**config.mk**
```make
export PLATFORM = sky130hd
export DESIGN_NAME = acc_top
export DESIGN_NICKNAME = d
export VERILOG_FILES = /design/src/core/acc_pkg.sv /design/src/core/acc_conv_if.sv /design/src/core/acc_clk_div.sv /design/src/core/acc_sar_seq.sv /design/src/core/acc_top.sv
export SDC_FILE = /design/constraint.sdc
export NUM_CORES = 1
export LEC_CHECK = 0
export BUFFER_PORTS_ARGS = -buffer_cell sky130_fd_sc_hd__buf_2
export CORE_ASPECT_RATIO = 0.9
export CORE_UTILIZATION = 30
export CTS_CLUSTER_SIZE = 40
export DETAILED_ROUTE_END_ITERATION = 12
export HOLD_SLACK_MARGIN = 0.12
export PLACE_DENSITY = 0.6
export SKIP_CTS_REPAIR_TIMING = 1
export SLEW_MARGIN = 10
export SYNTH_ARGS = -nofsm -noshare
export SYNTH_HDL_FRONTEND = slang
export SYNTH_SLANG_ARGS = --single-unit
```
**constraint.sdc**
```tcl
create_clock -name clock -period 5.9 [get_ports clock]
set_clock_uncertainty 0.05 [all_clocks]
set_input_delay 0.295 -clock clock [delete_from_list [all_inputs] [get_ports clock]]
set_output_delay 0.295 -clock clock [all_outputs]
set_load 0.01 [all_outputs]
```
**src/core/acc_pkg.sv**
```systemverilog
// shared constants and types for the converter control block
package acc_pkg;

	// register byte offsets
	localparam logic [7:0] OFF_CTRL0    = 8'h00;
	localparam logic [7:0] OFF_CTRL1    = 8'h04;
	localparam logic [7:0] OFF_PIN_SEL  = 8'h08;
	localparam logic [7:0] OFF_IRQ_CTRL = 8'h0C;
	localparam logic [7:0] OFF_RES_LOW  = 8'h10;
	localparam logic [7:0] OFF_RES_HIGH = 8'h14;

	// adc_ctrl0 fields
	localparam int unsigned CTRL0_START  = 7;
	localparam int unsigned CTRL0_BUSY_N = 6;
	localparam int unsigned CTRL0_POFF   = 5;
	localparam int unsigned CTRL0_CH_LSB = 0;

	// adc_ctrl1 fields
	localparam int unsigned CTRL1_REF     = 3;
	localparam int unsigned CTRL1_DIV_LSB = 0;

	// interrupt control fields
	localparam int unsigned IRQ_GLOBAL = 0;
	localparam int unsigned IRQ_MULTI  = 1;
	localparam int unsigned IRQ_ADC_EN = 2;
	localparam int unsigned IRQ_FLAG   = 3;

	// values after reset
	localparam logic       POFF_RST    = 1'b1;
	localparam logic [2:0] CH_RST      = 3'h0;
	localparam logic       REF_RST     = 1'b0;
	localparam logic [2:0] DIV_RST     = 3'h0;
	localparam logic [1:0] PIN_SEL_RST = 2'h3;
	localparam logic       BUSY_N_RST  = 1'b1;

	// converter clock divider codes
	localparam logic [2:0] DIV_BY_2  = 3'h0;
	localparam logic [2:0] DIV_BY_8  = 3'h1;
	localparam logic [2:0] DIV_BY_32 = 3'h2;
	localparam logic [2:0] DIV_BY_1  = 3'h4;
	localparam logic [2:0] DIV_BY_4  = 3'h5;
	localparam logic [2:0] DIV_BY_16 = 3'h6;

	// conversion phase lengths in converter clock periods
	localparam int unsigned SAMPLE_TICKS = 4;
	localparam int unsigned CONV_TICKS   = 12;

	typedef enum {ST_IDLE, ST_SAMPLE, ST_CONVERT} acc_state_t;

endpackage

```
**src/core/acc_conv_if.sv**
```systemverilog
// bundle between control top, converter clock divider and sequencer
`timescale 1ns/1ns
`default_nettype none
interface acc_conv_if #(
	parameter int RES_BITS = 12
);
	logic [2:0]          divSel;
	logic                run;
	logic                tick;
	logic                go;
	logic                abort;
	logic                compIn;
	logic                busy;
	logic                done;
	logic                sampling;
	logic [RES_BITS-1:0] trial;
	logic [RES_BITS-1:0] result;

	modport div (input divSel, input run, output tick);
	modport seq (input tick, input go, input abort, input compIn,
		output busy, output done, output sampling, output trial, output result);
	modport top (output divSel, output run, output go, output abort, output compIn,
		input tick, input busy, input done, input sampling, input trial, input result);
endinterface
`default_nettype wire

```
**src/core/acc_clk_div.sv**
```systemverilog
// converter clock enable divider
`timescale 1ns/1ns
`default_nettype none
module acc_clk_div
	import acc_pkg::*;
#(
	parameter int CNT_W = 6
)(
	// clock and reset
	input wire logic clock,
	input wire logic rst,
	// control bundle
	acc_conv_if.div  cv
);

	generate
		if (CNT_W < 6)
		begin : g_chk
			$error("acc_clk_div: CNT_W must hold a ratio of 32");
		end
	endgenerate

	function automatic logic [CNT_W-1:0] divRatio(input logic [2:0] sel);
		case (sel)
			DIV_BY_1:  divRatio = CNT_W'(1);
			DIV_BY_2:  divRatio = CNT_W'(2);
			DIV_BY_4:  divRatio = CNT_W'(4);
			DIV_BY_8:  divRatio = CNT_W'(8);
			DIV_BY_16: divRatio = CNT_W'(16);
			DIV_BY_32: divRatio = CNT_W'(32);
			// undefined codes fall back to the reset choice of /2
			default:   divRatio = CNT_W'(2);
		endcase
	endfunction

	logic [CNT_W-1:0] cnt_q;
	logic [CNT_W-1:0] lastCnt;

	assign lastCnt = divRatio(cv.divSel) - CNT_W'(1);

	always_ff @(posedge clock)
	begin
		if (rst || !cv.run)
			cnt_q <= '0;
		else if (cnt_q >= lastCnt)
			cnt_q <= '0;
		else
			cnt_q <= cnt_q + CNT_W'(1);
	end

	assign cv.tick = cv.run && (cnt_q >= lastCnt);

endmodule
`default_nettype wire

```
**src/core/acc_sar_seq.sv**
```systemverilog
// sampling and successive approximation sequencer on converter clock enables
`timescale 1ns/1ns
`default_nettype none
module acc_sar_seq
	import acc_pkg::*;
#(
	parameter int RES_BITS = 12
)(
	// clock and reset
	input wire logic clock,
	input wire logic rst,
	// control bundle
	acc_conv_if.seq  cv
);

	generate
		if (RES_BITS != CONV_TICKS)
		begin : g_chk
			$error("acc_sar_seq: one result bit per conversion clock");
		end
	endgenerate

	localparam logic [3:0] LAST_SAMPLE = 4'(SAMPLE_TICKS - 1);
	localparam logic [3:0] LAST_CONV   = 4'(CONV_TICKS - 1);
	localparam logic [RES_BITS-1:0] MSB_MASK = {1'b1, {(RES_BITS-1){1'b0}}};

	acc_state_t          state_q;
	logic [3:0]          cnt_q;
	logic [RES_BITS-1:0] trial_q;
	logic [RES_BITS-1:0] result_q;
	logic                done_q;
	logic [RES_BITS-1:0] curMask;
	logic [RES_BITS-1:0] trial_d;

	assign curMask = MSB_MASK >> cnt_q;
	// keep the bit under trial when the comparator says input is at or above it
	assign trial_d = (cv.compIn ? trial_q : (trial_q & ~curMask)) | (curMask >> 1);

	always_ff @(posedge clock)
	begin
		if (rst || cv.abort)
		begin
			state_q <= ST_IDLE;
			cnt_q   <= 4'h0;
		end
		else
		begin
			case (state_q)
				ST_IDLE:
					if (cv.go)
					begin
						state_q <= ST_SAMPLE;
						cnt_q   <= 4'h0;
					end
				ST_SAMPLE:
					if (cv.tick)
					begin
						if (cnt_q == LAST_SAMPLE)
						begin
							state_q <= ST_CONVERT;
							cnt_q   <= 4'h0;
						end
						else
							cnt_q <= cnt_q + 4'h1;
					end
				ST_CONVERT:
					if (cv.tick)
					begin
						if (cnt_q == LAST_CONV)
							state_q <= ST_IDLE;
						else
							cnt_q <= cnt_q + 4'h1;
					end
				default:
					state_q <= ST_IDLE;
			endcase
		end
	end

	always_ff @(posedge clock)
	begin
		if (rst)
			trial_q <= '0;
		else if (state_q == ST_SAMPLE)
			trial_q <= MSB_MASK;
		else if (state_q == ST_CONVERT && cv.tick)
			trial_q <= trial_d;
	end

	always_ff @(posedge clock)
	begin
		if (rst)
		begin
			result_q <= '0;
			done_q   <= 1'b0;
		end
		else
		begin
			done_q <= 1'b0;
			if (!cv.abort && state_q == ST_CONVERT && cv.tick && cnt_q == LAST_CONV)
			begin
				result_q <= trial_d;
				done_q   <= 1'b1;
			end
		end
	end

	assign cv.busy     = (state_q != ST_IDLE);
	assign cv.sampling = (state_q == ST_SAMPLE);
	assign cv.trial    = trial_q;
	assign cv.result   = result_q;
	assign cv.done     = done_q;

endmodule
`default_nettype wire

```
**src/core/acc_top.sv**
```systemverilog
// converter control: registers, pin override, start, busy flag and interrupt
//
// The placing of the registers and the APB register port are this design's own decisions.
`timescale 1ns/1ns
`default_nettype none
// Behaviour
// - reference comes from supply or external pin per ref_source_sel
// - analog-selected pin is routed to converter, other pin functions off
// - pull-high on an analog-selected pin is disconnected
// - analog selection overrides the port direction setting
// - sampling lasts 4 converter clocks, then conversion 12
// - whole conversion is 16 converter clocks, processor keeps running
// - converter powered when adc_power_off is zero, fully off when one
// - busy flag goes low at end, result registers then valid
// - interrupt only with all three enables set and stack not full
// - result is 12 bits, full scale gives FFF
// - one code step is reference divided by 4096
// - thresholds shifted half step down, top at 1.5 step below reference
// - result split into low and high byte registers
// - writing 01 to adc_ctrl1 picks sys/8 and supply reference
// - writing 01 to analog_pin_sel makes channel zero pin analog
// - writing 00 to adc_ctrl0 powers on, channel zero, start clear
// - divider codes map to sys/2,/8,/32,/1,/4,/16
// - pin bit 0 selects port B channel zero, bit 1 port A channel one
// - end of conversion sets adc_irq_flag regardless of enables
// - start rising resets converter and clears busy flag
module acc_top
	import acc_pkg::*;
#(
	parameter int RES_BITS = 12
)(
	// clock and reset
	input  wire logic                clock,
	input  wire logic                rst,
	// APB slave
	input  wire logic                psel,
	input  wire logic                penable,
	input  wire logic                pwrite,
	input  wire logic [7:0]          paddr,
	input  wire logic [31:0]         pwdata,
	input  wire logic [3:0]          pstrb,
	output logic      [31:0]         prdata,
	output logic                     pready,
	output logic                     pslverr,
	// analog converter core
	input  wire logic                compIn,
	output logic                     convPowerDown,
	output logic                     refFromExtPin,
	output logic      [2:0]          channelSel,
	output logic                     sampleHold,
	output logic      [RES_BITS-1:0] dacCode,
	// shared pins: bit 0 port B channel zero pin, bit 1 port A channel one pin
	input  wire logic [1:0]          pullEnReq,
	input  wire logic [1:0]          portDirInReq,
	output logic      [1:0]          pullEnOut,
	output logic      [1:0]          portDirIn,
	output logic      [1:0]          digitalFuncEn,
	output logic      [1:0]          analogRouteEn,
	// interrupt
	input  wire logic                stackFull,
	output logic                     irqReq
);

	generate
		if (RES_BITS != 12)
		begin : g_chk
			$error("acc_top: result width is fixed at 12 bits");
		end
	endgenerate

	acc_conv_if #(.RES_BITS(RES_BITS)) cv ();

	acc_clk_div #(
		.CNT_W (6)
	) u_div (
		.clock (clock),
		.rst   (rst),
		.cv    (cv)
	);

	acc_sar_seq #(
		.RES_BITS (RES_BITS)
	) u_seq (
		.clock (clock),
		.rst   (rst),
		.cv    (cv)
	);

	// register state
	logic                startBit_q;
	logic                startPrev_q;
	logic                adcPowerOff_q;
	logic [2:0]          adcChannelSel_q;
	logic                refSourceSel_q;
	logic [2:0]          adcClkDivSel_q;
	logic [1:0]          analogPinBits_q;
	logic                globalIrqEnable_q;
	logic                multiFuncIrqEnable_q;
	logic                adcIrqEnable_q;
	logic                adcIrqFlag_q;
	logic                convBusyN_q;
	logic                irqReq_q;
	logic [31:0]         prdata_q;
	logic [1:0]          pullEn_q;
	logic [1:0]          portDir_q;
	logic [1:0]          digFunc_q;
	logic [1:0]          anaRoute_q;

	// bus decode
	logic                setupPhase;
	logic                accessPhase;
	logic                addrHit;
	logic                wrEn;
	logic [7:0]          wByte;
	logic [31:0]         readMux;
	logic [15:0]         resWide;
	logic                startRise;
	logic                startFall;
	logic                wrCtrl0;
	logic                wrCtrl1;
	logic                wrPinSel;
	logic                wrIrqCtrl;

	assign setupPhase  = psel && !penable;
	assign accessPhase = psel && penable;
	assign wrEn        = accessPhase && pwrite && pstrb[0] && addrHit;
	assign wByte       = pwdata[7:0];
	assign resWide     = 16'(cv.result);

	// one write strobe per writable register, shared by every writable field it holds
	assign wrCtrl0   = wrEn && (paddr == OFF_CTRL0);
	assign wrCtrl1   = wrEn && (paddr == OFF_CTRL1);
	assign wrPinSel  = wrEn && (paddr == OFF_PIN_SEL);
	assign wrIrqCtrl = wrEn && (paddr == OFF_IRQ_CTRL);

	always_comb
	begin
		addrHit = 1'b1;
		readMux = 32'h0000_0000;
		if (paddr == OFF_CTRL0)
		begin
			readMux[CTRL0_START]             = startBit_q;
			readMux[CTRL0_BUSY_N]            = convBusyN_q;
			readMux[CTRL0_POFF]              = adcPowerOff_q;
			readMux[CTRL0_CH_LSB +: 3]       = adcChannelSel_q;
		end
		else if (paddr == OFF_CTRL1)
		begin
			readMux[CTRL1_REF]               = refSourceSel_q;
			readMux[CTRL1_DIV_LSB +: 3]      = adcClkDivSel_q;
		end
		else if (paddr == OFF_PIN_SEL)
			readMux[1:0] = analogPinBits_q;
		else if (paddr == OFF_IRQ_CTRL)
		begin
			readMux[IRQ_GLOBAL] = globalIrqEnable_q;
			readMux[IRQ_MULTI]  = multiFuncIrqEnable_q;
			readMux[IRQ_ADC_EN] = adcIrqEnable_q;
			readMux[IRQ_FLAG]   = adcIrqFlag_q;
		end
		else if (paddr == OFF_RES_LOW)
			readMux[7:0] = resWide[7:0];
		else if (paddr == OFF_RES_HIGH)
			readMux[7:0] = resWide[15:8];
		else
			addrHit = 1'b0;
	end

	// read data is captured in the setup cycle and held through the access cycle
	always_ff @(posedge clock)
	begin
		if (rst)
			prdata_q <= 32'h0000_0000;
		else if (setupPhase && !pwrite)
			prdata_q <= readMux;
	end

	assign prdata  = prdata_q;
	assign pready  = 1'b1;
	assign pslverr = accessPhase && !addrHit;

	// adc_ctrl0
	always_ff @(posedge clock)
	begin
		if (rst)
		begin
			startBit_q      <= 1'b0;
			adcPowerOff_q   <= POFF_RST;
			adcChannelSel_q <= CH_RST;
		end
		else if (wrCtrl0)
		begin
			startBit_q      <= wByte[CTRL0_START];
			adcPowerOff_q   <= wByte[CTRL0_POFF];
			adcChannelSel_q <= wByte[CTRL0_CH_LSB +: 3];
		end
	end

	// adc_ctrl1
	always_ff @(posedge clock)
	begin
		if (rst)
		begin
			refSourceSel_q <= REF_RST;
			adcClkDivSel_q <= DIV_RST;
		end
		else if (wrCtrl1)
		begin
			refSourceSel_q <= wByte[CTRL1_REF];
			adcClkDivSel_q <= wByte[CTRL1_DIV_LSB +: 3];
		end
	end

	// analog_pin_sel
	always_ff @(posedge clock)
	begin
		if (rst)
			analogPinBits_q <= PIN_SEL_RST;
		else if (wrPinSel)
			analogPinBits_q <= wByte[1:0];
	end

	// interrupt enables
	always_ff @(posedge clock)
	begin
		if (rst)
		begin
			globalIrqEnable_q    <= 1'b0;
			multiFuncIrqEnable_q <= 1'b0;
			adcIrqEnable_q       <= 1'b0;
		end
		else if (wrIrqCtrl)
		begin
			globalIrqEnable_q    <= wByte[IRQ_GLOBAL];
			multiFuncIrqEnable_q <= wByte[IRQ_MULTI];
			adcIrqEnable_q       <= wByte[IRQ_ADC_EN];
		end
	end

	// flag set by hardware wins over a software clear in the same cycle
	always_ff @(posedge clock)
	begin
		if (rst)
			adcIrqFlag_q <= 1'b0;
		else if (cv.done)
			adcIrqFlag_q <= 1'b1;
		else if (wrIrqCtrl)
			adcIrqFlag_q <= wByte[IRQ_FLAG];
	end

	always_ff @(posedge clock)
	begin
		if (rst)
			irqReq_q <= 1'b0;
		else
			irqReq_q <= adcIrqFlag_q && globalIrqEnable_q && multiFuncIrqEnable_q
				&& adcIrqEnable_q && !stackFull;
	end

	assign irqReq = irqReq_q;

	// start bit edges
	always_ff @(posedge clock)
	begin
		if (rst)
			startPrev_q <= 1'b0;
		else
			startPrev_q <= startBit_q;
	end

	assign startRise = startBit_q && !startPrev_q;
	assign startFall = !startBit_q && startPrev_q;

	// conversion control
	assign cv.divSel = adcClkDivSel_q;
	// the divider restarts at each start so the first sampling clock is a full period
	assign cv.run    = !adcPowerOff_q && !cv.go;
	// power-off or a fresh start rise drops any conversion in progress
	assign cv.abort  = startRise || adcPowerOff_q;
	assign cv.go     = startFall && !adcPowerOff_q;
	assign cv.compIn = compIn;

	// busy flag
	always_ff @(posedge clock)
	begin
		if (rst)
			convBusyN_q <= BUSY_N_RST;
		else if (cv.done)
			convBusyN_q <= 1'b0;
		else if (startRise)
			convBusyN_q <= 1'b0;
		else if (cv.go)
			convBusyN_q <= 1'b1;
	end

	// converter core drive
	assign convPowerDown = adcPowerOff_q;
	assign refFromExtPin = refSourceSel_q;
	assign channelSel    = adcChannelSel_q;
	assign sampleHold    = cv.sampling;
	assign dacCode       = cv.trial;

	// pin override, registered so pad controls change on a clean edge
	always_ff @(posedge clock)
	begin
		if (rst)
			pullEn_q <= 2'h0;
		else
			pullEn_q <= pullEnReq & ~analogPinBits_q;
	end

	always_ff @(posedge clock)
	begin
		if (rst)
			portDir_q <= 2'h3;
		else
			portDir_q <= portDirInReq | analogPinBits_q;
	end

	// analog pins lose their digital input path
	always_ff @(posedge clock)
	begin
		if (rst)
			digFunc_q <= 2'h0;
		else
			digFunc_q <= ~analogPinBits_q;
	end

	always_ff @(posedge clock)
	begin
		if (rst)
			anaRoute_q <= PIN_SEL_RST;
		else
			anaRoute_q <= analogPinBits_q;
	end

	assign pullEnOut     = pullEn_q;
	assign portDirIn     = portDir_q;
	assign digitalFuncEn = digFunc_q;
	assign analogRouteEn = anaRoute_q;

endmodule
`default_nettype wire

```
# Word-level counts from Yosys, hierarchy flattened
# Cells that the tools add are included.
dict set report op_classes {
  n_addsub 3
  n_lt_le_gt_ge 1
  n_eq_ne 22
  shift 1
  n_mux 43
  bitwise_logic 6
  reduce_logical 47
}
# cell count
set ops {}
lappend ops {{$mux W32} 5}
lappend ops {{$pmux W32 S3} 1}
lappend ops {{$eq A32 B2 Y1 const B} 2}
lappend ops {{$mux W4} 10}
lappend ops {{$mux W8} 5}
lappend ops {{$mux W12} 3}
lappend ops {{$eq A32 B1 Y1 const B} 1}
lappend ops {{$eq A32 B3 Y1 const B} 1}
lappend ops {{$logic_not A32 Y1} 1}
lappend ops {{$pmux W6 S5} 1}
lappend ops {{$logic_and A1 B1 Y1} 24}
lappend ops {{$eq A8 B4 Y1 const B} 2}
lappend ops {{$eq A8 B5 Y1 const B} 2}
lappend ops {{$and A12 B12 Y12} 1}
lappend ops {{$mux W1} 12}
lappend ops {{$not A12 Y12} 1}
lappend ops {{$or A12 B11 Y12} 1}
lappend ops {{$pmux W4 S3} 1}
lappend ops {{$shr A12 B4 Y12 const A} 1}
lappend ops {{$logic_not A1 Y1} 10}
lappend ops {{$reduce_and A5 Y1} 2}
lappend ops {{$eq A3 B3 Y1 const B} 3}
lappend ops {{$eq A8 B3 Y1 const B} 1}
lappend ops {{$logic_not A8 Y1} 1}
lappend ops {{other kinds (20)} 31}
dict set report word_totals {
  register_bits 101
  inputBits 55
  output_inout_bits 61
}

# Logic depth before layout (Yosys ltp)
# Gate-level depths: netlist of the first run.
dict set report depth {
  ltp_word 11
  mapped_depth 9
  depth_no_buf 8
}

# Hierarchy
# A second synthesis of the first run with hierarchy kept.
dict set report unflattened {
  hier_cells 429
  hier_area_um2 3856.2
}
# module n_inst cells_each area_per_inst_um2 seq_area_each_um2
set modules_own_cells {}
lappend modules_own_cells {acc_top 1 198 1745.4 680.7}
lappend modules_own_cells {acc_sar_seq 1 175 1597.8 620.6}
lappend modules_own_cells {acc_clk_div 1 56 513.0 120.1}

# Worst setup path after synthesis of the first run
# No wires, ideal clock.
dict set report synth_path {
  path_kind {reg2reg}
  start {register adcClkDivSel_q[0]}
  end {register u_seq.cnt_q[3]}
  setup_time_ns 0.087
  t_arrival_ns 2.224
  required_ns 5.763
  path_slack_ns 3.539
  path_stages_with_launch 10
  path_buffers 1
  synth_period_minus_slack_ns 2.361
  path_cell_list {dfxtp_1 -> nand2b_1 -> or2_2 -> ha_1 -> a21o_1 -> a2111oi_0 -> o21a_1 -> clkbuf_1 -> a211oi_1 -> o31ai_1}
}
dict set report synth_via {
  elab_chain_len 7
}
# item line_no
set synth_lines {}
lappend synth_lines {{from (decl)} acc_top.sv:95} ;# logic [2:0] adcClkDivSel_q;
lappend synth_lines {{from (signal assigned)} acc_top.sv:210} ;# adcClkDivSel_q <= wByte[CTRL1_DIV_LSB +: 3];
lappend synth_lines {{$eq A3 B2 Y1 (tied with other cells)} acc_clk_div.sv:24} ;# case (sel)
lappend synth_lines {{$pmux W6 S5 (*)} acc_clk_div.sv:24}
lappend synth_lines {{$sub A6 B1 Y6 (*)} acc_clk_div.sv:39} ;# assign lastCnt = divRatio(cv.divSel) - CNT_W'(1);
lappend synth_lines {{$ge A6 B6 Y1 (*)} acc_clk_div.sv:51} ;# assign cv.tick = cv.run && (cnt_q >= lastCnt);
lappend synth_lines {{$logic_and A1 B1 Y1 (*)} acc_clk_div.sv:51}
lappend synth_lines {{$ne A2 B1 Y1 (no source line)} --}
lappend synth_lines {{$reduce_and A5 Y1 (no source line) (*)} --}
lappend synth_lines {{to (signal assigned)} acc_sar_seq.sv:64} ;# cnt_q <= cnt_q + 4'h1;
lappend synth_lines {{to (signal assigned)} acc_sar_seq.sv:72} ;# cnt_q <= cnt_q + 4'h1;
lappend synth_lines {{to (decl)} acc_sar_seq.sv:28} ;# logic [3:0] cnt_q;
# Every way passes the cells marked *; elsewhere a longest branch is shown, timed or not.
# A chain may end at the register's enable or synchronous reset.

# Final worst setup path of the first run
dict set report layout_path {
  start {register adcClkDivSel_q[0]}
  end {register u_seq.trial_q[10] (netlist: u_seq.cv.trial[10])}
}
dict set report layout_via {
  elab_chain_len 6
}
# item line_no
set layout_lines {}
lappend layout_lines {{$eq A3 B2 Y1 (tied with other cells)} acc_clk_div.sv:24}
lappend layout_lines {{$pmux W6 S5 (*)} acc_clk_div.sv:24}
lappend layout_lines {{$sub A6 B1 Y6 (*)} acc_clk_div.sv:39}
lappend layout_lines {{$ge A6 B6 Y1 (*)} acc_clk_div.sv:51}
lappend layout_lines {{$logic_and A1 B1 Y1 (*)} acc_clk_div.sv:51}
lappend layout_lines {{$logic_and A1 B1 Y1 (*)} acc_sar_seq.sv:86} ;# else if (state_q == ST_CONVERT && cv.tick)
lappend layout_lines {{to (signal assigned)} acc_sar_seq.sv:87} ;# trial_q <= trial_d;
lappend layout_lines {{to (decl)} acc_sar_seq.sv:29} ;# logic [RES_BITS-1:0] trial_q;
# Marks and branches as above.

==> results.md, run 1 <==
Final layout:
- 0 antenna diodes ended up in the layout.
- Counting the fill cells in the layout gives 1250.
- The final standard cell utilization of the core is 36.0%.
- The relative area change from synthesis to final layout is 17.2%.
- The finished cells cover 4330 um^2.
- The count of cells in the finished layout, fillers not included, comes to 646.
- The net count of the finished layout is 554.
- The layout cell share with drive strength beyond 1 is 19.3%.

GRT:
- The first global-routing pass estimated 14800 um of wire.
- Global routing used 14.6% of the available tracks across all layers.
- Entering global routing, the biggest net connects 50 pins.
- The sum of overflow across all layers after global routing is 0.
- The number of global-route vias before repair is 3011.
- The initial antenna violation count is 0.

Floorplan:
- The core region is 12000 um^2.
- The die width is 119 um.
- The number of ports placed on the die boundary is 116.
- Once the floorplan was initialized, standard cells occupied 30.7% of the core.
- The die extent in y is 107 um.
- The floorplan has 38 rows.
- The die footprint is 12800 um^2.

STA:
- The count of final max-slew check failures is 0.
- In this run the tightest slew margin relative to its limit is 43.5%.
- The actual slew at the worst max-slew pin is 0.848 ns.
- After layout, the worst path uses 43.4% of the clock period.
- The worst-case hold slack is 0.116 ns.
- The sum of negative setup slack is 0 ns.
- The minimum setup slack in the final design is 3.34 ns.
- Setup repair after global routing left no endpoint under its margin.
- The upper clock frequency limit is 391 MHz.
- The minimum period implied by the final worst setup slack is 2.56 ns.
- The final count of hold timing violations is 0.
- Setup violations remaining at the end of the flow were counted as 0.

Clock tree:
- The CTS tree is done.
- The number of sinks handled by clock tree synthesis is 71.
- The clock slew seen by the registers of the worst setup and hold paths is 0.05 ns.
- No sink is reached through more buffers than the 2 on the longest clock path.
- The CTS buffer count is 9.
- CTS placed an instance of sky130_fd_sc_hd__clkbuf_16 at the clock tree root.
- The clock latency reported for the late side of the worst-skew pair is 0.33 ns.
- The depth of the CTS H-tree is 3.

Setup path:
- The critical-path maximum fanout is 25.
- The arrival time of the worst setup path is 2.70 ns.
- The category of the worst setup path launch point is a flop.
- The critical path required time is 6.04 ns.
- The setup path with the least slack is of type reg -> reg.
- The worst setup path is captured at a flop.

Job:
- The number of maximum-capacitance constraint violations is 0.

Routing:
- After detailed routing, the number of vias per cell comes to 4.98.
- Summed over all layers, the routed wires come to 8930 um.
- Summing over every cut layer, the via total after detailed routing is 3217.
- The detailed-route wire length per cell is 13.8 um.
- The first routing iteration left 192 violations.
- The detailed-routing iteration count for the pre-antenna-repair pass is 5.
- The number of DRC violations after detailed routing is 0.
- Once detail routing completed, the nets flagged for antenna violations numbered 0.

Power and ir drop:
- The total net switching power is 0.223 mW.
- In this run, the clock network consumes 49.5% of the power.
- The total power draw is 1.04 mW.
- The total power divided by cell area is 240 nW/um^2.
- The share of total power in sequential cells is 46.2%.
- The standby leakage power is 1.76 nW.
- The combinational fraction of design power is 4.3%.
- The internal portion of total power is 0.817 mW.
- The maximum ir drop on the vdd rail is 0.163 mV.
- The switching share of total power is 21.5%.

Placed design:
- The count of buffers added on input and output ports is 61.
- The number of cells after detailed placement is 628.
- The weighted congestion at the end of routability-driven global placement is 0.867.
- The HPWL after detailed placement is 6610 um.
- Prior to clock tree synthesis, the placed netlist has a worst setup slack of 3.39 ns.
- Summing all placed instances gives a cell area of 4020 um^2.

Logic synthesis:
- The gate count after technology mapping is 428.
- The number of synthesized flops with an enable pin is 0.
- The most repeated cell in the gate-level netlist after synthesis is sky130_fd_sc_hd__dfxtp_1.
- The leading area contributor after synthesis is sky130_fd_sc_hd__dfxtp_1.
- In this run, synthesis produced a sequential element count of 71.
- By area the synthesized netlist is led by sky130_fd_sc_hd__dfxtp_1, sky130_fd_sc_hd__a21oi_1, sky130_fd_sc_hd__ha_1.
- Counting instances in the post-synthesis netlist gives the leading cell types as sky130_fd_sc_hd__dfxtp_1, sky130_fd_sc_hd__a21oi_1, sky130_fd_sc_hd__nor2_1, sky130_fd_sc_hd__nand2_1, sky130_fd_sc_hd__buf_4.
- A synthesized cell averages 8.63 um^2.
- The area fraction of the dominant cell type after synthesis is 38.5%.
- For this run, asynchronously set or reset flops after synthesis account for 0%.
- The leading register cell type out of synthesis is sky130_fd_sc_hd__dfxtp_1.
- The Yosys warning count is 0.
- The synthesized netlist contains 56 unique library cells.
- The share of synthesized area occupied by flip-flops and latches is 38.5%.
- The post-synthesis cell area is 3690 um^2.

Run status:
- The run finished with clean final reports.

Min path:
- The type of the worst min-delay path is in -> reg.
[cell families after synthesis]
family,Yosys count,share of synthesized area (%)
AOI/OAI and AO/OA,120,21.3
buffers and inverters,64,9.41
DFF,71,38.5
other,2,0.203
muxes,16,4.44
adders and majority gates,17,5.76
and+or+nand+nor,134,19.5
xor gates and xnor gates,4,0.948
[path summary, 6_finish.rpt]
kind / from / to / slack (ns) / cells after the start
setup / recovery: adcClkDivSel_q[0] / u_seq.cv.trial[10] / 3.34 / 9
hold / removal: pullEnReq[0] / pullEnOut[0] / 0.12 / 2
setup reg to reg: adcClkDivSel_q[0] / u_seq.cv.trial[10] / 3.34 / 9
hold reg to reg: u_seq.cv.done / adcIrqFlag_q / 0.41 / 2
[critical path: stages, from the launching register on]
cell and delay [ns]:
sky130_fd_sc_hd__dfxtp_1 0.34, sky130_fd_sc_hd__nand2b_1 0.19, sky130_fd_sc_hd__or2_2 0.29, sky130_fd_sc_hd__ha_1 0.30
sky130_fd_sc_hd__and4_1 0.21, sky130_fd_sc_hd__nor2_1 0.06, sky130_fd_sc_hd__o211ai_1 0.08, sky130_fd_sc_hd__buf_4 0.31
sky130_fd_sc_hd__and2_1 0.43, sky130_fd_sc_hd__a211oi_1 0.14
[routing by layer]
| layer | part of all wire, % | track usage [%] |
|---|---|---|
| met2 | 45 | 23.2 |
| met5 | 0 | 0 |
| met4 | 1.1 | 3.98 |
| met1 | 48 | 19.3 |
| met3 | 6.3 | 4.34 |
[cells in the final DEF (no fill, tap or decap), types with 5 or more instances in the layout]
| cell type | synthesis | routed |
|---|---|---|
| sky130_fd_sc_hd__o21ai_0 | 10 | 10 |
| sky130_fd_sc_hd__a21o_1 | 7 | 7 |
| sky130_fd_sc_hd__ha_1 | 17 | 17 |
| sky130_fd_sc_hd__a22oi_1 | 12 | 12 |
| sky130_fd_sc_hd__mux2i_1 | 13 | 13 |
| sky130_fd_sc_hd__buf_2 | 4 | 61 |
| sky130_fd_sc_hd__nor2_1 | 35 | 35 |
| sky130_fd_sc_hd__clkbuf_16 | 0 | 9 |
| sky130_fd_sc_hd__a21oi_1 | 43 | 43 |
| sky130_fd_sc_hd__inv_1 | 17 | 17 |
| sky130_fd_sc_hd__or2_2 | 5 | 5 |
| sky130_fd_sc_hd__nor2b_1 | 8 | 8 |
| sky130_fd_sc_hd__nor3_1 | 5 | 5 |
| sky130_fd_sc_hd__conb_1 | 2 | 26 |
| sky130_fd_sc_hd__nand4_1 | 5 | 5 |
| sky130_fd_sc_hd__nand2_1 | 28 | 28 |
| sky130_fd_sc_hd__dfxtp_1 | 71 | 71 |
| sky130_fd_sc_hd__a211oi_1 | 23 | 23 |
| sky130_fd_sc_hd__nand3_1 | 11 | 11 |
| sky130_fd_sc_hd__or3_1 | 7 | 7 |
| sky130_fd_sc_hd__and2_1 | 6 | 6 |
[state kept, by name (all words and copies together), names as in the netlist, 2 cells and up]
signal	flops
adcClkDivSel_q	3
analogPinBits_q	2
analogRouteEn	2
channelSel	3
digitalFuncEn	2
portDirIn	2
prdata	8
pullEnOut	2
u_div.cnt_q	6
u_seq.cnt_q	4
u_seq.cv.result	12
u_seq.cv.trial	12
u_seq.state_q	2
[power by group through the flow]
| stage | sequential (mW) | combinational, mW | clock [mW] |
|---|---|---|---|
| floorplan | 0.491 | 0.0404 | 0 |
| global placement | 0.491 | 0.0424 | 0 |
| detailed placement | 0.491 | 0.0427 | 0 |
| CTS | 0.480 | 0.0427 | 0.530 |
| global route | 0.480 | 0.0491 | 0.552 |
| finish | 0.480 | 0.0446 | 0.515 |
[area by class of cell]
class / count / area [um^2] / share of cell area, %
clock inverter: 4 / 47.5 / 1.10
timing repair buffer: 66 / 350 / 8.09
tap: 160 / 200 / 4.62
multi-input combinational: 317 / 2020 / 46.5
sequential: 71 / 1420 / 32.8
inverter: 17 / 63.8 / 1.47
clock buffer: 11 / 233 / 5.37
Power figures use the tool's default switching activity.
==> run 2: changes to the inputs <==
clock period = 2.7 ns   (was 5.9 ns; I/O delays follow)
==> run 2 against run 1 <==
  * Sequential share of layout area decreased by 0.84 points
  * Sequential power increased by 120%
  * Count of clock-buffer cells in the layout decreased by 1
  * Hold slack improved by 0.039 ns
  * Final cell count increased by 1.5%
  * Utilization increased by 0.95 points
  * Highest routed layer unchanged
==> results.md, run 2 (synthesis results as in run 1) <==
Final layout:
- The number of antenna diodes is 0 (unchanged).
- In the layout the commonest cells are sky130_fd_sc_hd__dfxtp_1, sky130_fd_sc_hd__buf_2, sky130_fd_sc_hd__a21oi_1.
- The filler cell count is 1219 (-2.5%).
- The footprint of the multi-input gates was 2020 um^2 (+0.19%).
- The final standard cell utilization of the core is 37.0% (+0.95 points).
- The number of standard cells in the layout, taps in and fillers out came to 656 (+1.5%).
- From synthesis to final layout, the design area changed by 20.3%.
- The layout cell share with drive strength beyond 1 is 20.0% (+0.62 points).
- The net count of the finished layout is 563 (+1.6%).
- The sequential cell area is 1420 um^2 (unchanged).
- The library cell used most frequently in the layout, excluding fill and tap cells, is sky130_fd_sc_hd__dfxtp_1.

STA:
- The share of the clock period used by the worst path after layout is 93.9% (+51 points).
- The setup-violating endpoint count in the final report is 0 (unchanged).
- The actual slew at the worst max-slew pin came to 0.763 ns (-0.0844 ns).
- The tightest slew margin relative to the limit was 48.6% (+5.2 points).
- The upper clock frequency limit is 395 MHz (+0.92%).
- The minimum period implied by the final worst setup slack is 2.53 ns (-0.0233 ns).
- Setup repair after global routing left no endpoint under its margin.
- The count of final max-slew check failures is 0 (unchanged).
- The sum of negative setup slack is 0 ns (unchanged).
- The worst-case hold slack is 0.155 ns (+0.0389 ns).
- The final count of hold timing violations is 0 (unchanged).

Clock tree:
- The tree is rooted in a sky130_fd_sc_hd__clkbuf_16.
- The CTS tree is done.
- The depth of the CTS H-tree is 3 (unchanged).
- The clock latency reported for the late side of the worst-skew pair came to 0.34 ns (about the same).
- The clock slew seen by the registers of the worst setup and hold paths is 0.06 ns (about the same).
- The CTS buffer count is 9 (unchanged).
- The number of buffers on the longest clock path is 2 (unchanged).
- The number of sinks handled by clock tree synthesis is 71 (unchanged).

Setup path:
- The startpoint of the worst register-to-register path is adcClkDivSel_q[0].
- The worst reg-to-reg path cell count is 8 (-1).
- The critical path required time is 2.91 ns (-3.13 ns).
- STA classifies the critical path startpoint as a flop.
- The critical path starts at adcClkDivSel_q[0].
- The flop-to-flop setup slack was 0.17 ns (-3.18 ns).
- The kind of critical path is reg -> reg.
- The critical-path maximum fanout is 11 (-56%).
- The worst register-to-register path ends at u_seq.cnt_q[0].
- The worst setup path is captured at a flop.
- The arrival time of the worst setup path is 2.75 ns (+0.05 ns).

GRT:
- The maximum number of pins on one net before global-route repair is 27 (-46%).
- The number of global-route vias before repair is 2936 (-2.5%).
- The global router's overall resource usage is 14.6% (about the same).
- The first-pass GRT wire length is 14800 um (about the same).
- The initial antenna violation count is 0 (unchanged).
- The sum of overflow across all layers after global routing was 0 (unchanged).

Floorplan:
- The die width is 119 um (unchanged).
- The die footprint is 12800 um^2 (unchanged).
- The area of the core region was 12000 um^2 (unchanged).
- The die extent in y is 107 um (unchanged).
- The number of cell rows is 38 (unchanged).
- The initial standard-cell utilization of the core was 30.7% (unchanged).
- The number of ports placed on the die boundary was 116 (unchanged).

Placed design:
- The number of port buffers is 61 (unchanged).
- The number of cells after detailed placement is 629 (+0.16%).
- The HPWL reported at the end of detailed placement was 6720 um (+1.6%).
- The weighted congestion at the end of routability-driven global placement was 0.854 (-1.6%).

Power and ir drop:
- The share of total power in the clock network came to 49.9% (+0.4 points).
- The total power divided by cell area is 520 nW/um^2 (+120%).
- The maximum ir drop on the vdd rail is 0.297 mV (+82%).
- The standby leakage power was 1.81 nW (+2.8%).
- The share of total power in sequential cells was 45.4% (-0.8 points).
- The internal portion of total power came to 1.80 mW (+120%).
- The combinational fraction of design power was 4.7% (+0.4 points).
- The switching share of total power is 22.2% (+0.70 points).
- The total net switching power was 0.512 mW (+130%).

Routing:
- The via total after detailed routing is 3285 (+2.1%).
- The number of DRC violations after detailed routing was 0 (unchanged).
- The detailed-route vias per instance is 5.01 (+0.56%).
- The detailed-routing iteration count for the pre-antenna-repair pass was 5 (unchanged).
- The iteration-0 DRC count of the detailed router is 249 (+30%).
- The detailed-route wire length per cell is 13.9 um (+0.81%).
- The aggregate routed wire length was 9140 um (+2.4%).
- The residual antenna-violating net count after detailed routing is 0 (unchanged).

Min path:
- For hold timing, the worst endpoint is prdata[7].
- The number of cells on the worst hold path was 2 (unchanged).
- The type of the worst min-delay path is in -> reg.
- The worst hold path begins at rst.

Run status:
- The flow ran to the end, and the final reports show no timing, DRC or antenna violations.

Job:
- The number of maximum-capacitance constraint violations came to 0 (unchanged).
[run 2: worst max-delay path by stage]
stage / endpoint / slack [ns] / cells after the start
floorplan: u_seq.cnt_q[3] / 0.34 / 9
global placement: u_seq.cnt_q[3] / 0.25 / 8
detailed placement: u_seq.cv.result[7] / 0.15 / 7
CTS: u_seq.cv.result[7] / 0.13 / 7
global route: u_seq.cnt_q[1] / 0.007 / 8
finish: u_seq.cnt_q[0] / 0.17 / 8
[run 2: final cells by class]
type                            count  share of cell area (%)
Clock buffer                       10                    5.15
Clock inverter                      6                    1.38
Inverter                           17                    1.44
Multi-Input combinational cell    317                    45.4
Sequential cell                    71                    32.0
Tap cell                          160                    4.50
Timing Repair Buffer               75                    10.1
[run 2: power groups by stage]
stage                     combinational, mW  clock (mW)  sequential (mW)
final                                 0.109        1.15             1.05
after global routing                  0.119        1.23             1.05
after CTS                            0.0952        1.19             1.05
after detailed placement             0.0949           0             1.07
after global placement               0.0934           0             1.07
after floorplan                      0.0882           0             1.07
[run 2: critical path, cell delays in order, from the launching register on]
cell and delay (ns):
sky130_fd_sc_hd__dfxtp_1 0.34, sky130_fd_sc_hd__nand2b_1 0.21, sky130_fd_sc_hd__or2_2 0.29, sky130_fd_sc_hd__ha_1 0.31, sky130_fd_sc_hd__a21o_1 0.20, sky130_fd_sc_hd__a2111oi_0 0.39, sky130_fd_sc_hd__o21a_1 0.37, sky130_fd_sc_hd__o21ai_0 0.15
sky130_fd_sc_hd__a21oi_1 0.15
[run 2: per-stage QoR]
step	setup WS [ns]	cell area, um^2	total power, mW
floorplan	0.339	3780	1.16
global placement	0.252	4040	1.17
detailed placement	0.153	4040	1.17
CTS	0.134	4330	2.33
global route	0.00672	4450	2.40
finish	0.166	4450	2.31
[run 2: per-layer routing]
metal | vias to the layer above | share of wire, % | wire [um] | track usage, %
li1 | 1612 | - | - | -
met1 | 1564 | 48 | 4420 | 19.6
met2 | 98 | 44 | 4050 | 22.4
met3 | 11 | 6.0 | 547 | 4.40
met4 | 0 | 1.3 | 122 | 4.70
met5 | - | 0 | 0 | 0
==> run 3: changes to the inputs <==
MAX_ROUTING_LAYER = met4   (was not set)
PLACE_DENSITY = 0.62   (was 0.6)
clock period = 2.1 ns   (was 2.7 ns; I/O delays follow)
==> run 3 against run 2 <==
  * Largest cell class unchanged
  * The flow now finishes with violations (negative setup slack)
  * Die area did not move
  * Utilization rose by 2.7 points
  * First-iteration DRC count rose by 6.0%
  * Sequential share of layout area fell by 2.1 points
  * Largest power group unchanged
  * Sequential power rose by 29%
  * Clock power rose by 46%
  * Count of clock-buffer cells in the layout rose by 1
  * Sequential cell count did not move
  * Critical path type unchanged
  * Maximum frequency rose by 14%
==> results.md, run 3 (synthesis results as in run 1) <==
Run status:
- The run finished, with violations left.
- The checks that failed: negative setup slack.

Power and ir drop:
- The share of total power in sequential cells is 42.6% (-2.8 points).
- The combinational fraction of design power is 4.5% (-0.2 points).
- The internal portion of total power is 2.50 mW (+39%).
- The maximum ir drop on the vdd rail is 0.408 mV (+37%).
- The standby leakage power came to 1.96 nW (+8.5%).
- The share of total power in the clock network is 52.9% (+3.0 points).
- The total power draw is 3.17 mW (+37%).
- The switching share of total power was 21.1% (-1.1 points).
- The total power divided by cell area is 664 nW/um^2 (+28%).
- The total net switching power is 0.668 mW (+30%).

Setup path:
- The critical path goes through nand2b_4 > or2_4 > ha_4 > a21o_1 > a2111oi_4 > o21a_2 > a211oi_2 > o31ai_1.
- The startpoint of the worst register-to-register path is adcClkDivSel_q[0].
- The critical path required time came to 2.29 ns (-0.62 ns).
- The critical-path maximum fanout is 6 (-5).
- The combined buffer and inverter count along the critical path is 0 (unchanged).
- The flop-to-flop setup slack came to -0.12 ns (-0.29 ns).
- For this design, the slowest cell found on the critical path is sky130_fd_sc_hd__a2111oi_4.
- The worst reg-to-reg path cell count was 8 (unchanged).
- The capturing instance or port of the critical path is u_seq.cnt_q[3].
- The logic depth of the worst setup path including buffers is 8 (unchanged).
- The kind of cell with the highest combined delay along the critical path is compound AO/OA/AOI/OAI gates.
- The critical register-to-register path endpoint is u_seq.cnt_q[3].
- The critical path's largest stage delay is 0.37 ns (-0.02 ns).
- The critical path starts at adcClkDivSel_q[0].
- The setup path with the least slack is of type reg -> reg.
- The category of the worst setup path launch point is a flop.
- The arrival time of the worst setup path was 2.41 ns (-0.34 ns).
- STA classifies the critical path endpoint as a flop.

Final layout:
- The net count of the finished layout is 584 (+3.7%).
- The layout cell share with drive strength beyond 1 is 25.7% (+5.8 points).
- The number of antenna diodes is 0 (unchanged).
- The filler cell count was 1200 (-1.6%).
- From synthesis to final layout, the design area changed by 29.1%.
- The number of standard cells in the layout, taps in and fillers out is 677 (+3.2%).
- The top cell types in the final layout, fill and taps aside, are sky130_fd_sc_hd__dfxtp_1, sky130_fd_sc_hd__buf_2, sky130_fd_sc_hd__a21oi_1.
- The leading cell type in the layout, fill and taps excluded is sky130_fd_sc_hd__dfxtp_1.

Floorplan:
- The number of ports placed on the die boundary is 116 (unchanged).
- The die width was 119 um (unchanged).
- The area of the core region is 12000 um^2 (unchanged).
- The die footprint is 12800 um^2 (unchanged).
- The die extent in y came to 107 um (unchanged).
- The number of cell rows is 38 (unchanged).
- The initial standard-cell utilization of the core is 30.7% (unchanged).

STA:
- The share of the clock period used by the worst path after layout is 106% (+12 points).
- The minimum setup slack in the final design came to -0.123 ns (-0.289 ns).
- The minimum period implied by the final worst setup slack is 2.22 ns (-0.311 ns).
- The worst-case hold slack is 0.0648 ns (-0.0902 ns).
- The actual slew at the worst max-slew pin is 0.634 ns (-0.130 ns).
- Setup repair after global routing could not meet its margin everywhere.
- The final count of hold timing violations is 0 (unchanged).
- The upper clock frequency limit is 450 MHz (+14%).
- The setup-violating endpoint count in the final report is 30 (+30).
- The sum of negative setup slack is -1.94 ns (-1.94 ns).
- The tightest slew margin relative to the limit was 57.4% (+8.7 points).
- The count of final max-slew check failures is 0 (unchanged).

GRT:
- The most heavily used metal layer in global routing is met2.
- The first-pass GRT wire length is 15000 um (+1.3%).
- The global router's overall resource usage is 15.4% (+0.72 points).
- The number of global-route vias before repair is 2968 (+1.1%).
- The met1 usage in global routing is 20.3% (+0.79 points).
- The global routing usage on met3 is 3.55% (-0.85 points).
- The sum of overflow across all layers after global routing is 0 (unchanged).
- The met2 routing resource usage after global routing is 23.2% (+0.79 points).
- The initial antenna violation count was 0 (unchanged).
- The maximum number of pins on one net before global-route repair is 37 (+37%).

Routing:
- The aggregate routed wire length was 9790 um (+7.2%).
- The detailed-routing iteration count for the pre-antenna-repair pass is 4 (-1).
- The detailed-route vias per instance was 4.99 (-0.39%).
- The detailed-route wire length per cell is 14.5 um (+3.8%).
- The iteration-0 DRC count of the detailed router is 264 (+6.0%).
- The residual antenna-violating net count after detailed routing is 0 (unchanged).
- The via total after detailed routing is 3377 (+2.8%).
- The number of DRC violations after detailed routing is 0 (unchanged).

Placed design:
- The post-placement setup slack is -0.217 ns (-0.370 ns).
- The number of cells after detailed placement is 646 (+2.7%).
- The HPWL reported at the end of detailed placement is 7070 um (+5.2%).
- The number of port buffers came to 61 (unchanged).
- The weighted congestion at the end of routability-driven global placement is 0.882 (+3.3%).

Job:
- The number of maximum-capacitance constraint violations is 0 (unchanged).

Min path:
- The number of cells on the worst hold path is 2 (unchanged).
- The type of the worst min-delay path is in -> reg.

Clock tree:
- The CTS buffer count came to 9 (unchanged).
- The clock slew seen by the registers of the worst setup and hold paths is 0.06 ns (about the same).
- The CTS tree is done.
- The number of buffers on the longest clock path is 2 (unchanged).
- The clock latency reported for the late side of the worst-skew pair is 0.34 ns (about the same).
- The depth of the CTS H-tree is 3 (unchanged).
- The number of sinks handled by clock tree synthesis is 71 (unchanged).
- The root buffer cell chosen for the clock tree is sky130_fd_sc_hd__clkbuf_16.
## run 3: changes by cell type in the layout (fill, tap and decap cells not counted), moves of 3 or more
cell,previous run,this run
sky130_fd_sc_hd__a211oi_1,23,20
sky130_fd_sc_hd__o21ai_0,10,6
sky130_fd_sc_hd__buf_4,2,17
sky130_fd_sc_hd__a211oi_2,0,3
## run 3: power groups by stage
| stage | combinational [mW] | clock [mW] | sequential (mW) |
|---|---|---|---|
| 2_1_floorplan | 0.114 | 0 | 1.38 |
| 3_3_place_gp | 0.122 | 0 | 1.38 |
| 3_5_place_dp | 0.124 | 0 | 1.38 |
| 4_1_cts | 0.124 | 1.71 | 1.35 |
| 5_1_grt | 0.156 | 1.77 | 1.35 |
| 6_report | 0.142 | 1.68 | 1.35 |
## run 3: worst min path at each step
stage / from / to / slack, ns
floorplan: stackFull / irqReq / 0.13
global placement: stackFull / irqReq / 0.22
CTS: stackFull / irqReq / -0.13
global route: rst / u_seq.cv.trial[11] / 0.08
finish: rst / u_seq.cv.trial[11] / 0.06
detailed placement: stackFull / irqReq / 0.23
## run 3: cell type report
cell class | instances | area (um^2) | area share [%]
inverters | 17 | 63.8 | 1.34
well taps | 160 | 200 | 4.20
clock inverters | 5 | 80.1 | 1.68
clock buffers | 11 | 253 | 5.30
multi-input cells | 318 | 2130 | 44.7
flip-flops and latches | 71 | 1420 | 29.8
repair buffers | 95 | 616 | 12.9
## run 3: routing by layer
layer  vias to the layer above  share of wire (%)
li1                       1656                  -
met1                      1620                 48
met2                        93                 47
met3                         8                4.7
met4                         0               0.91
met5                         -                  0
## run 3: stage by stage
step,instance area (um^2),utilization [%]
6_report,4770,39.7
5_1_grt,4770,39.7
4_1_cts,4520,37.6
3_5_place_dp,4190,34.8
3_3_place_gp,4190,34.8
2_1_floorplan,3830,-
